$ cat src/rtl/dsw_cfg.svh
/*
 * Address map, field positions and fixed codes of the data-space decoder.
 * Assumes an 8-bit data-space address and a 12-bit program memory address.
 */
`ifndef DSW_CFG_SVH
`define DSW_CFG_SVH

// ****************************************************************
// Banked region and read-only window
// ****************************************************************
`define DSW_BANK_LO 8'h00
`define DSW_BANK_HI 8'h3F
`define DSW_WIN_LO 8'h40
`define DSW_WIN_HI 8'h7F
`define DSW_OFS_BITS 6
`define DSW_PM_BITS 12

// ****************************************************************
// Local storage: core registers, general RAM, accumulator
// ****************************************************************
`define DSW_LOCAL_LO 8'h80
`define DSW_LOCAL_HI 8'hBF
`define DSW_ACC_ADDR 8'hFF
`define DSW_LOCAL_IDX_BASE 8'h40
`define DSW_ACC_IDX 8'h80
`define DSW_RAM_DEPTH 129

// ****************************************************************
// Fixed peripheral locations
// ****************************************************************
`define DSW_PORTA_DATA 8'hC0
`define DSW_PORTB_DATA 8'hC1
`define DSW_PORTC_DATA 8'hC2
`define DSW_PORTA_DIR 8'hC4
`define DSW_PORTB_DIR 8'hC5
`define DSW_PORTC_DIR 8'hC6
`define DSW_INT_OPT 8'hC8
`define DSW_PERIPH_LO 8'hC0
`define DSW_PERIPH_HI 8'hFE

// ****************************************************************
// Paging registers
// ****************************************************************
`define DSW_ROM_WINDOW_BASE 8'hC9
`define DSW_BANK_PAGE_SELECT 8'hE8
`define DSW_WINDOW_BASE_MSB 5
`define DSW_WINDOW_BASE_LSB 0
`define DSW_SEL_NONE 8'h00
`define DSW_SEL_NV_PAGE0 8'h01
`define DSW_SEL_NV_PAGE1 8'h02
`define DSW_SEL_RAM_PAGE2 8'h10
`define DSW_UNDEF_BYTE 8'hFF

`endif

$ cat src/rtl/dsw_pkg.sv
/*
 * Types shared by the data-space decoder and its local RAM.
 * Assumes dsw_cfg.svh for all numeric constants.
 */
package dsw_pkg;

	typedef enum logic [2:0] {
		DSW_TGT_NONE,
		DSW_TGT_BANK,
		DSW_TGT_WINDOW,
		DSW_TGT_LOCAL,
		DSW_TGT_WBASE,
		DSW_TGT_BSEL,
		DSW_TGT_PERIPH
	} dsw_target_e;

	typedef enum logic [2:0] {
		DSW_PER_OTHER,
		DSW_PER_PORT_DATA,
		DSW_PER_PORT_DIR,
		DSW_PER_INT_OPT
	} dsw_periph_e;

	typedef struct packed {
		logic [5:0] win_base;
		logic [7:0] bank_sel;
		logic pend;
		dsw_target_e tgt;
		logic [11:0] pm_addr;
		logic pm_rd;
		logic nv_page;
		logic nv_rd;
		logic nv_wr;
		logic [5:0] nv_addr;
		logic per_rd;
		logic per_wr;
		dsw_periph_e per_kind;
		logic [1:0] per_port;
		logic [7:0] per_addr;
		logic [7:0] wdata;
		logic [7:0] rd_data;
		logic rd_valid;
	} dsw_dec_state_s;

endpackage

$ cat src/rtl/dsw_mem_if.sv
/*
 * Carrier between the decoder and its local RAM.
 * Assumes one clock; read data is combinational from the array.
 */
`timescale 1ns/1ns
`default_nettype none

interface dsw_mem_if;
	logic we;
	logic [7:0] idx;
	logic [7:0] wdata;
	logic [7:0] ridx;
	logic [7:0] rdata;

	modport ctrl (output we, output idx, output wdata, output ridx, input rdata);
	modport mem (input we, input idx, input wdata, input ridx, output rdata);
endinterface

`default_nettype wire

$ cat src/rtl/dsw_decoder.sv
/*
 * Data-space decoder: banked page region, program memory read window,
 * paging registers, local RAM and fixed peripheral selects.
 * Assumes a core that issues one read or write per cycle at most, and
 * external program memory, non-volatile pages and peripherals that answer
 * combinationally in the same cycle as their strobe.
 */
`timescale 1ns/1ns
`default_nettype none

`include "dsw_cfg.svh"

module dsw_decoder #(
	parameter int RAM_DEPTH = `DSW_RAM_DEPTH
) (
	input wire logic ref_clk,
	input wire logic rst,
	input wire logic [7:0] core_addr,
	input wire logic core_rd,
	input wire logic core_wr,
	input wire logic [7:0] core_wdata,
	output logic [7:0] core_rdata,
	output logic core_rvalid,
	output logic [11:0] pm_addr,
	output logic pm_rd,
	input wire logic [7:0] pm_rdata,
	output logic nv_page,
	output logic nv_rd,
	output logic nv_wr,
	output logic [5:0] nv_addr,
	output logic [7:0] nv_wdata,
	input wire logic [7:0] nv_rdata,
	output logic per_rd,
	output logic per_wr,
	output dsw_pkg::dsw_periph_e per_kind,
	output logic [1:0] per_port,
	output logic [7:0] per_addr,
	output logic [7:0] per_wdata,
	input wire logic [7:0] per_rdata
);
	import dsw_pkg::*;

	// ****************************************************************
	// Decode helpers
	// ****************************************************************
	function automatic dsw_target_e decode(input logic [7:0] a);
		dsw_target_e t;
		t = DSW_TGT_NONE;
		if (a <= `DSW_BANK_HI) begin
			t = DSW_TGT_BANK;
		end else if (a >= `DSW_WIN_LO && a <= `DSW_WIN_HI) begin
			t = DSW_TGT_WINDOW;
		end else if ((a >= `DSW_LOCAL_LO && a <= `DSW_LOCAL_HI) || a == `DSW_ACC_ADDR) begin
			t = DSW_TGT_LOCAL;
		end else if (a == `DSW_ROM_WINDOW_BASE) begin
			t = DSW_TGT_WBASE;
		end else if (a == `DSW_BANK_PAGE_SELECT) begin
			t = DSW_TGT_BSEL;
		end else if (a >= `DSW_PERIPH_LO && a <= `DSW_PERIPH_HI) begin
			t = DSW_TGT_PERIPH;
		end
		return t;
	endfunction

	// Index into local RAM: page 2 first, then 80h-BFh, then accumulator
	function automatic logic [7:0] local_index(input logic [7:0] a, input logic page2);
		logic [7:0] i;
		i = `DSW_UNDEF_BYTE;
		if (page2 && a <= `DSW_BANK_HI) begin
			i = a;
		end else if (a >= `DSW_LOCAL_LO && a <= `DSW_LOCAL_HI) begin
			i = a - `DSW_LOCAL_IDX_BASE;
		end else if (a == `DSW_ACC_ADDR) begin
			i = `DSW_ACC_IDX;
		end
		return i;
	endfunction

	function automatic dsw_periph_e periph_kind(input logic [7:0] a);
		dsw_periph_e k;
		unique case (a)
			`DSW_PORTA_DATA, `DSW_PORTB_DATA, `DSW_PORTC_DATA: begin
				k = DSW_PER_PORT_DATA;
			end
			`DSW_PORTA_DIR, `DSW_PORTB_DIR, `DSW_PORTC_DIR: begin
				k = DSW_PER_PORT_DIR;
			end
			`DSW_INT_OPT: begin
				k = DSW_PER_INT_OPT;
			end
			default: begin
				k = DSW_PER_OTHER;
			end
		endcase
		return k;
	endfunction

	// ****************************************************************
	// State
	// ****************************************************************
	dsw_dec_state_s st_q, st_d;
	dsw_mem_if mem_bus ();

	dsw_target_e tgt;
	logic sel_ram2;
	logic sel_nv0;
	logic sel_nv1;
	logic bank_ram;
	logic bank_nv;
	logic take_rd;

	// Only the three legal one-hot codes open a page; anything else,
	// including several bits at once, reaches nothing rather than
	// letting pages fight on the bus.
	always_comb begin
		sel_ram2 = (st_q.bank_sel == `DSW_SEL_RAM_PAGE2);
		sel_nv0 = (st_q.bank_sel == `DSW_SEL_NV_PAGE0);
		sel_nv1 = (st_q.bank_sel == `DSW_SEL_NV_PAGE1);
		bank_ram = sel_ram2;
		bank_nv = sel_nv0 || sel_nv1;
		tgt = decode(core_addr);
		take_rd = core_rd && !core_wr;
	end

	// ****************************************************************
	// Local RAM port
	// ****************************************************************
	always_comb begin
		mem_bus.idx = local_index(core_addr, bank_ram);
		mem_bus.wdata = core_wdata;
		mem_bus.we = core_wr && ((tgt == DSW_TGT_LOCAL) || (tgt == DSW_TGT_BANK && bank_ram));
		// A pending local read below 40h can only be a RAM page 2 read
		mem_bus.ridx = local_index(st_q.per_addr, st_q.tgt == DSW_TGT_LOCAL);
	end

	dsw_local_ram #(
		.DEPTH(RAM_DEPTH)
	) u_ram (
		.ref_clk(ref_clk),
		.mem(mem_bus)
	);

	// ****************************************************************
	// Next state
	// ****************************************************************
	always_comb begin
		st_d = st_q;
		st_d.pm_rd = 1'b0;
		st_d.nv_rd = 1'b0;
		st_d.nv_wr = 1'b0;
		st_d.per_rd = 1'b0;
		st_d.per_wr = 1'b0;
		st_d.rd_valid = 1'b0;
		st_d.pend = 1'b0;

		// Second cycle of a read: answers from outside are in now
		if (st_q.pend) begin
			st_d.rd_valid = 1'b1;
			unique case (st_q.tgt)
				DSW_TGT_WINDOW: begin
					st_d.rd_data = pm_rdata;
				end
				DSW_TGT_BANK: begin
					st_d.rd_data = nv_rdata;
				end
				DSW_TGT_LOCAL: begin
					st_d.rd_data = mem_bus.rdata;
				end
				DSW_TGT_PERIPH: begin
					st_d.rd_data = per_rdata;
				end
				default: begin
					st_d.rd_data = `DSW_UNDEF_BYTE;
				end
			endcase
		end

		// Write side: paging registers load at the edge, so the next
		// access already sees the new value
		if (core_wr) begin
			st_d.wdata = core_wdata;
			unique case (tgt)
				DSW_TGT_WBASE: begin
					st_d.win_base = core_wdata[`DSW_WINDOW_BASE_MSB:`DSW_WINDOW_BASE_LSB];
				end
				DSW_TGT_BSEL: begin
					st_d.bank_sel = core_wdata;
				end
				DSW_TGT_BANK: begin
					st_d.nv_wr = bank_nv;
					st_d.nv_page = sel_nv1;
					st_d.nv_addr = core_addr[`DSW_OFS_BITS-1:0];
				end
				DSW_TGT_PERIPH: begin
					st_d.per_wr = 1'b1;
					st_d.per_kind = periph_kind(core_addr);
					st_d.per_port = core_addr[1:0];
					st_d.per_addr = core_addr;
				end
				default: begin
				end
			endcase
		end else if (take_rd) begin
			st_d.pend = 1'b1;
			st_d.tgt = tgt;
			st_d.per_addr = core_addr;
			unique case (tgt)
				DSW_TGT_WINDOW: begin
					st_d.pm_rd = 1'b1;
					st_d.pm_addr = {st_q.win_base, core_addr[`DSW_OFS_BITS-1:0]};
				end
				DSW_TGT_BANK: begin
					st_d.nv_rd = bank_nv;
					st_d.nv_page = sel_nv1;
					st_d.nv_addr = core_addr[`DSW_OFS_BITS-1:0];
					st_d.tgt = bank_ram ? DSW_TGT_LOCAL : (bank_nv ? DSW_TGT_BANK : DSW_TGT_NONE);
				end
				DSW_TGT_PERIPH: begin
					st_d.per_rd = 1'b1;
					st_d.per_kind = periph_kind(core_addr);
					st_d.per_port = core_addr[1:0];
				end
				default: begin
				end
			endcase
		end

		// Reset clears the handshake but not the paging registers
		if (rst) begin
			st_d.pend = 1'b0;
			st_d.tgt = DSW_TGT_NONE;
			st_d.pm_addr = 12'h000;
			st_d.pm_rd = 1'b0;
			st_d.nv_page = 1'b0;
			st_d.nv_rd = 1'b0;
			st_d.nv_wr = 1'b0;
			st_d.nv_addr = 6'h00;
			st_d.per_rd = 1'b0;
			st_d.per_wr = 1'b0;
			st_d.per_kind = DSW_PER_OTHER;
			st_d.per_port = 2'b00;
			st_d.per_addr = 8'h00;
			st_d.wdata = 8'h00;
			st_d.rd_data = 8'h00;
			st_d.rd_valid = 1'b0;
			st_d.win_base = st_q.win_base;
			st_d.bank_sel = st_q.bank_sel;
		end
	end

	always_ff @(posedge ref_clk) begin
		st_q <= st_d;
	end

	// ****************************************************************
	// Outputs
	// ****************************************************************
	assign core_rdata = st_q.rd_data;
	assign core_rvalid = st_q.rd_valid;
	assign pm_addr = st_q.pm_addr;
	assign pm_rd = st_q.pm_rd;
	assign nv_page = st_q.nv_page;
	assign nv_rd = st_q.nv_rd;
	assign nv_wr = st_q.nv_wr;
	assign nv_addr = st_q.nv_addr;
	assign nv_wdata = st_q.wdata;
	assign per_rd = st_q.per_rd;
	assign per_wr = st_q.per_wr;
	assign per_kind = st_q.per_kind;
	assign per_port = st_q.per_port;
	assign per_addr = st_q.per_addr;
	assign per_wdata = st_q.wdata;
endmodule

`default_nettype wire

$ cat src/rtl/dsw_local_ram.sv
/*
 * Local data RAM: RAM page 2, core registers, 60-byte general RAM, accumulator.
 * Assumes the decoder supplies linear indices below the depth.
 */
`timescale 1ns/1ns
`default_nettype none

`include "dsw_cfg.svh"

module dsw_local_ram #(
	parameter int DEPTH = `DSW_RAM_DEPTH
) (
	input wire logic ref_clk,
	dsw_mem_if.mem mem
);
	import dsw_pkg::*;

	typedef struct packed {
		logic [DEPTH-1:0][7:0] cells;
	} dsw_ram_state_s;

	dsw_ram_state_s st_q, st_d;

	// Contents are not cleared by reset, as with any RAM
	always_comb begin
		st_d = st_q;
		if (mem.we && (int'(mem.idx) < DEPTH)) begin
			st_d.cells[mem.idx] = mem.wdata;
		end
	end

	always_ff @(posedge ref_clk) begin
		st_q <= st_d;
	end

	assign mem.rdata = (int'(mem.ridx) < DEPTH) ? st_q.cells[mem.ridx] : `DSW_UNDEF_BYTE;
endmodule

`default_nettype wire

$ cat config.mk
export PLATFORM = sky130hd
export DESIGN_NAME = dsw_decoder
export DESIGN_NICKNAME = d
export VERILOG_FILES = /design/src/rtl/dsw_pkg.sv /design/src/rtl/dsw_mem_if.sv /design/src/rtl/dsw_decoder.sv /design/src/rtl/dsw_local_ram.sv
export VERILOG_INCLUDE_DIRS = /design/src /design/src/rtl
export SDC_FILE = /design/constraint.sdc
export NUM_CORES = 1
export LEC_CHECK = 0
export ABC_CLOCK_PERIOD_IN_PS = 5000
export BUFFER_PORTS_ARGS = -buffer_cell sky130_fd_sc_hd__buf_2
export CORE_ASPECT_RATIO = 1.2
export CORE_MARGIN = 1.5
export CORE_UTILIZATION = 62
export DETAILED_ROUTE_END_ITERATION = 16
export GPL_ROUTABILITY_DRIVEN = 1
export GPL_TIMING_DRIVEN = 0
export PLACE_DENSITY_LB_ADDON = 0.2
export SYNTH_ARGS = -nofsm -noshare
export SYNTH_HDL_FRONTEND = slang
export SYNTH_HIERARCHICAL = 1
export SYNTH_SLANG_ARGS = --single-unit
$ cat constraint.sdc
create_clock -name ref_clk -period 5 [get_ports ref_clk]
set_input_delay 0.25 -clock ref_clk [delete_from_list [all_inputs] [get_ports ref_clk]]
set_output_delay 0.25 -clock ref_clk [all_outputs]
set_load 0.01 [all_outputs]
# Word-level counts from Yosys, hierarchy flattened

Cells that the tools add are included.

Bits in registers: 1104
Input port bits: 44
Output and inout bits: 62

Add/subtract/negate cells: 2
Magnitude comparators: 15
Equal/unequal tests: 25
Mux-type cells: 38
Bitwise logic cells: 4
Reductions and logical operators: 30

Operators by type and width:

| operator                                                        | number |
|---|---|
| bitwise mux 1032 bit                                            | 1 |
| == test 8 bit (second input constant)                           | 11 |
| binary-select mux 8 bit (select 8 bit)                          | 1 |
| demux 8 bit (select 8 bit)                                      | 1 |
| two-way mux 8 bit                                               | 7 |
| two-way mux 13 bit                                              | 3 |
| case mux 8 bit (4 select lines)                                 | 1 |
| >= comparator 8 bit (second input constant)                     | 3 |
| less-or-equal comparator 8 bit (second input constant)          | 3 |
| two-way mux 3 bit                                               | 7 |
| two-way mux 7 bit                                               | 3 |
| two-way mux 19 bit                                              | 1 |
| < comparator 8 x 9 -> 1 bit (second input constant)             | 2 |
| two-way mux 6 bit                                               | 3 |
| less-or-equal comparator 8 x 6 -> 1 bit (second input constant) | 2 |
| < comparator 8 bit (second input constant)                      | 2 |
| subtractor 8 x 7 -> 8 bit (second input constant)               | 2 |
| two-way mux 14 bit                                              | 1 |
| == test 3 x 2 -> 1 bit (second input constant)                  | 4 |
| == test 3 bit (second input constant)                           | 4 |
| OR reduction 3 bit                                              | 4 |
| logical AND 1 bit                                               | 11 |
| AND reduction 3 bit                                             | 3 |
| == test 8 x 1 -> 1 bit (second input constant)                  | 1 |
| 18 further kinds                                                | 33 |

# Logic depth before layout (Yosys ltp)

Word-level depth: 13
Depth in mapped cells: 22

# Modules after synthesis

The synthesis kept the hierarchy.

By module, submodules not included:

| module        | instances | cells each | area each (µm²) |
|---|---|---|---|
| dsw_local_ram | 1         | 1924       | 40208.6 |
| dsw_decoder   | 1         | 426        | 3945.0 |

# Worst setup path before layout

Ideal clock, no wire load.

Path type: reg-to-reg
Start: reg st_q (netlist bit per_addr[6])
End: reg st_q (netlist bit core_rdata[2])
Setup time: 0.132 ns
Data arrival time: 3.871 ns
Data required time: 4.868 ns
Path slack: 0.997 ns
Stages on the path, launching flop included: 20
Buffers on the path: 3
Period minus slack after synthesis: 4.003 ns
Cells stage by stage: dfxtp_1 -> inv_1 -> ha_1 -> nor4b_1 -> a21oi_1 -> o21ai_1 -> a41oi_1 -> a21o_1 -> buf_6 -> buf_8 -> buf_2 -> mux4_2 -> a22oi_1 -> o211ai_1 -> a211o_1 -> o221a_2 -> mux2i_1 -> a21oi_1 -> o221ai_1 -> a21oi_1

Cells in the longest elaborated chain, start to end: 8

Ends and longest elaborated chain:

| element                                                          | RTL line            | text |
|---|---|---|
| from (decl)                                                      | dsw_decoder.sv:101  | `dsw_dec_state_s st_q, st_d;` |
| from (signal assigned)                                           | dsw_decoder.sv:252  | `st_q <= st_d;` |
| >= comparator 8 bit (no line) (tied with other cells)            | -                   |  |
| logical AND 1 bit (no line) or two-way mux 7 bit (tied branches) | -                   |  |
| two-way mux 8 bit                                                | dsw_decoder.sv:71   | `` end else if (a >= `DSW_LOCAL_LO && a <= `DSW_LOCAL_HI) begin `` |
| two-way mux 8 bit (*)                                            | dsw_decoder.sv:69   | `` if (page2 && a <= `DSW_BANK_HI) begin `` |
| named net mem_bus.ridx[0]                                        | dsw_mem_if.sv:12    | `logic [7:0] ridx;` |
| binary-select mux 8 bit (select 8 bit)                           | dsw_local_ram.sv:36 | `` assign mem.rdata = (int'(mem.ridx) < DEPTH) ? st_q.cells[mem.ridx] : `DSW_UNDEF_BYTE; `` |
| two-way mux 8 bit (not written as such)                          | dsw_local_ram.sv:36 |  |
| two-way mux 8 bit (no line) (*)                                  | -                   |  |
| named net mem_bus.rdata[2]                                       | dsw_mem_if.sv:13    | `logic [7:0] rdata;` |
| case mux 8 bit (4 select lines) (*)                              | dsw_decoder.sv:159  | `unique case (st_q.tgt)` |

Mark *: on every way through the listed nets, which the timed path passes. The rest lies on a longest branch. The select of a mux whose other input is x is not followed.
A chain may end at the register's enable or synchronous reset.

# Worst setup path after layout

Start: reg st_q (netlist bit per_addr[6])
End: reg st_q (netlist bit core_rdata[4])

The elaborated chain is that of the path after synthesis.

==> summary.txt <==
Final Cell Area: 49800 µm²
Sw frac: 0.229
Status: finished, violations left
Hold Path Stages: 5
Fin crit period: 5.03 ns
Failing checks: setup timing
Via count: 24100
Post-DP HPWL: 73700 µm
Port Buffers: 102
Clock root buffer: clkbuf_16
Area of the multi-input gates: 10600 µm²
Placed Instances: 3387
Synth Register Bits: 1103
Max IR drop VDD: 284 µV
P per Cell Area: 398 nW/µm²
Area growth from synthesis to layout: 12.8%
Worst-Margin Slew: 1.17 ns
FF-to-FF path depth: 17
H-tree depth: 3
Fin crit share: 1.01
Drt via density: 6.72
Warnings from Yosys: 6
Fmax: 199 MHz
Setup ws final: -0.0278 ns
Worst Hold Class: in2reg
Psw: 4530 µW
Synth cell types: 66
Critical setup path kind: reg2reg
Routability cong.: 0.959
Hold path endpoint: core_rdata[1]
Hold path startpoint: pm_rdata[1]
Clk sinks: 1103
WP data arrival: 5.57 ns
Grt total ovfl: 0
FF-to-FF setup slack: -0.03 ns
Syn nets: 2402
Clock share of power: 0.394
Placeable Area: 70700 µm²
Sequential element share of the synthesized area: 0.737
Critical Path RT: 5.54 ns
Clock-pin slew of the registers on the worst-case setup and hold paths: 0.06 ns
Core Rows: 107
Final hold vios: 0
Main synth FF type: edfxtp_1
Final Max Tran Viols: 0
Internal: 15300 µW
Dpl cell area: 46100 µm²
Register area: 32600 µm²
Die Ht: 295 µm
Relative slew slack: 0.213
CTS Buf Count: 101
CTS tree: done
Max_cap viols: 0
Post-Synthesis Cells: 2350
Initial antenna violation count: 0
Total GRT Usage: 0.316
Clock tree buffer depth: 3
Residual DRC: 0
Fraction of registers with async set/reset: 0
Layout Cells excl Fill: 3584
Die W: 247 µm
Worst R2R End: core_rdata[4]
Share of cells above drive strength 1: 0.244
Area leader, netlist: edfxtp_1
CP Capture Type: register
Routed WL per cell: 31.9 µm
DRT iter0 DRCs: 2591
CP Launch Type: register
Mapped cell area: 44200 µm²
Main area contributors after synthesis: edfxtp_1, mux4_2, mux2i_1, dfxtp_1, nor2_1
Hold_ws: 0.0467 ns
Static leakage: 0.0173 µW
Most common cell after layout, fill and taps aside: edfxtp_1
Routed WL: 114000 µm
Die area: 72800 µm²
Final setup fails: 1
DP Worst Slack: -1.11 ns
Largest net degree at the start of global routing: 96
# fillers: 4282
Nets: 2630
Seq pwr share: 0.512
First-pass GRT wire length: 161000 µm
R2r startpoint: per_addr[6]
Clock latency on the worst-skew pair: 0.70 ns
Final ANT Viol Nets: 0
Total iterations of the first detailed-routing run: 6
I/O pin count: 106
Post-synth top area share: 0.711
Vias in the first global route: 23700
EDFF count, synth: 1046
Synthesized area per cell: 18.8 µm²
Most frequent cells in the layout: edfxtp_1, mux4_2, mux2i_1
Clk_skew: 0.0294 ns
Initial Util: 0.625
Worst Path Max Fanout: 10
Combinational group share of total power: 0.094
## worst max path at each step
stage / startpoint / slack, ns / to
4_1_cts: per_addr[6] / -0.07 / core_rdata[4]
5_1_grt: per_addr[6] / -0.09 / core_rdata[2]
3_3_place_gp: per_addr[6] / -0.98 / core_rdata[4]
6_report: per_addr[6] / -0.03 / core_rdata[4]
3_5_place_dp: per_addr[6] / -1.11 / core_rdata[4]
2_1_floorplan: per_addr[6] / 1.0 / core_rdata[2]
## cell type report
type / instances / area share
diodes: 1 / 0.0000502
plain buffers: 184 / 0.0244
clock inverters: 59 / 0.0135
inverters: 10 / 0.000754
well taps: 926 / 0.0233
repair buffers: 126 / 0.0181
clock buffers: 123 / 0.0539
flip-flops and latches: 1103 / 0.654
multi-input cells: 1052 / 0.212
## sequential cells by signal, indices dropped and copies added (netlist names)
name and flops:
u_ram/st_q 1032, st_q 18, pm_addr 12, core_rdata 8
nv_wdata 8, per_addr 8, nv_addr 6, per_kind 2
per_port 2, core_rvalid 1, nv_page 1, nv_rd 1
nv_wr 1, per_rd 1, per_wr 1, pm_rd 1
## per-stage QoR
stage / TNS [ns] / util / power [µW]
floorplan: 0 / - / 11400
finish: -0.0278 / 0.705 / 19800
CTS: -0.0892 / 0.703 / 19800
detailed placement: -7.23 / 0.652 / 12100
global placement: -6.42 / 0.648 / 12100
global route: -0.451 / 0.705 / 20300
## critical path, cell delays in order (launching register included)
cell             delay (ns)
dfxtp_1                0.43
inv_1                  0.12
ha_1                   0.21
nor4b_1                0.15
a21oi_2                0.26
o21ai_4                0.13
a41oi_4                0.29
a21o_1                 0.17
buf_2                  0.33
clkdlybuf4s15_2        0.58
mux4_2                 0.47
mux4_2                 0.51
o21ai_1                0.41
a211oi_2               0.19
mux2i_1                0.19
a21oi_1                0.09
o221ai_1               0.21
a21oi_1                0.10
## power by group through the flow
stage | Combinational [µW] | Clock (µW) | Sequential (µW)
after floorplan | 1040 | 0 | 10300
after global placement | 1720 | 0 | 10300
after detailed placement | 1780 | 0 | 10300
after CTS | 1820 | 7890 | 10100
after global routing | 1920 | 8210 | 10100
final | 1860 | 7810 | 10100
## routing by layer
| metal | share of wire | GRT usage |
|---|---|---|
| met4 | 0.050 | 0.152 |
| met5 | 0 | 0 |
| met1 | 0.35 | 0.407 |
| met2 | 0.49 | 0.521 |
| met3 | 0.10 | 0.0634 |
## repair_timing
item                                    in CTS  in global routing
buffers inserted                             2                  0
pin swaps                                    0                  4
hold buffers                                13                  0
gates resized for setup                     69                 35
endpoints found under the setup margin       8                  8
endpoints found under the hold margin       17                  0
## cell usage after synthesis, types with 8 or more instances
master    instances
mux4_2          214
nor2b_1          20
a211oi_1          8
nand3_1          37
ha_1              8
mux2i_1         219
edfxtp_1       1046
o211ai_1         23
a21oi_1          48
inv_1            10
clkbuf_1         56
o21ai_0          19
a21o_1           13
buf_6             9
a22oi_1          35
o22ai_1          25
nand2b_1         30
buf_4            69
nor2_1          200
nand2_1          55
buf_2            32
buf_1            17
dfxtp_1          57
## kinds of logic (layout without fill, tap and decap cells)
family                   Yosys count  count (layout)  share of synthesized area
flip-flops                      1103            1103                      0.737
multiplexers                     437             437                      0.160
AND/OR/NAND/NOR                  388             388                     0.0406
AO/OA/AOI/OAI                    216             216                     0.0342
buffers and inverters            195             502                     0.0254
adder cells (fa/ha/maj)            8               8                    0.00227
XOR/XNOR                           2               2                   0.000397
other                              1               2                  0.0000849
No activity file was read; power rests on OpenSTA's default activity.
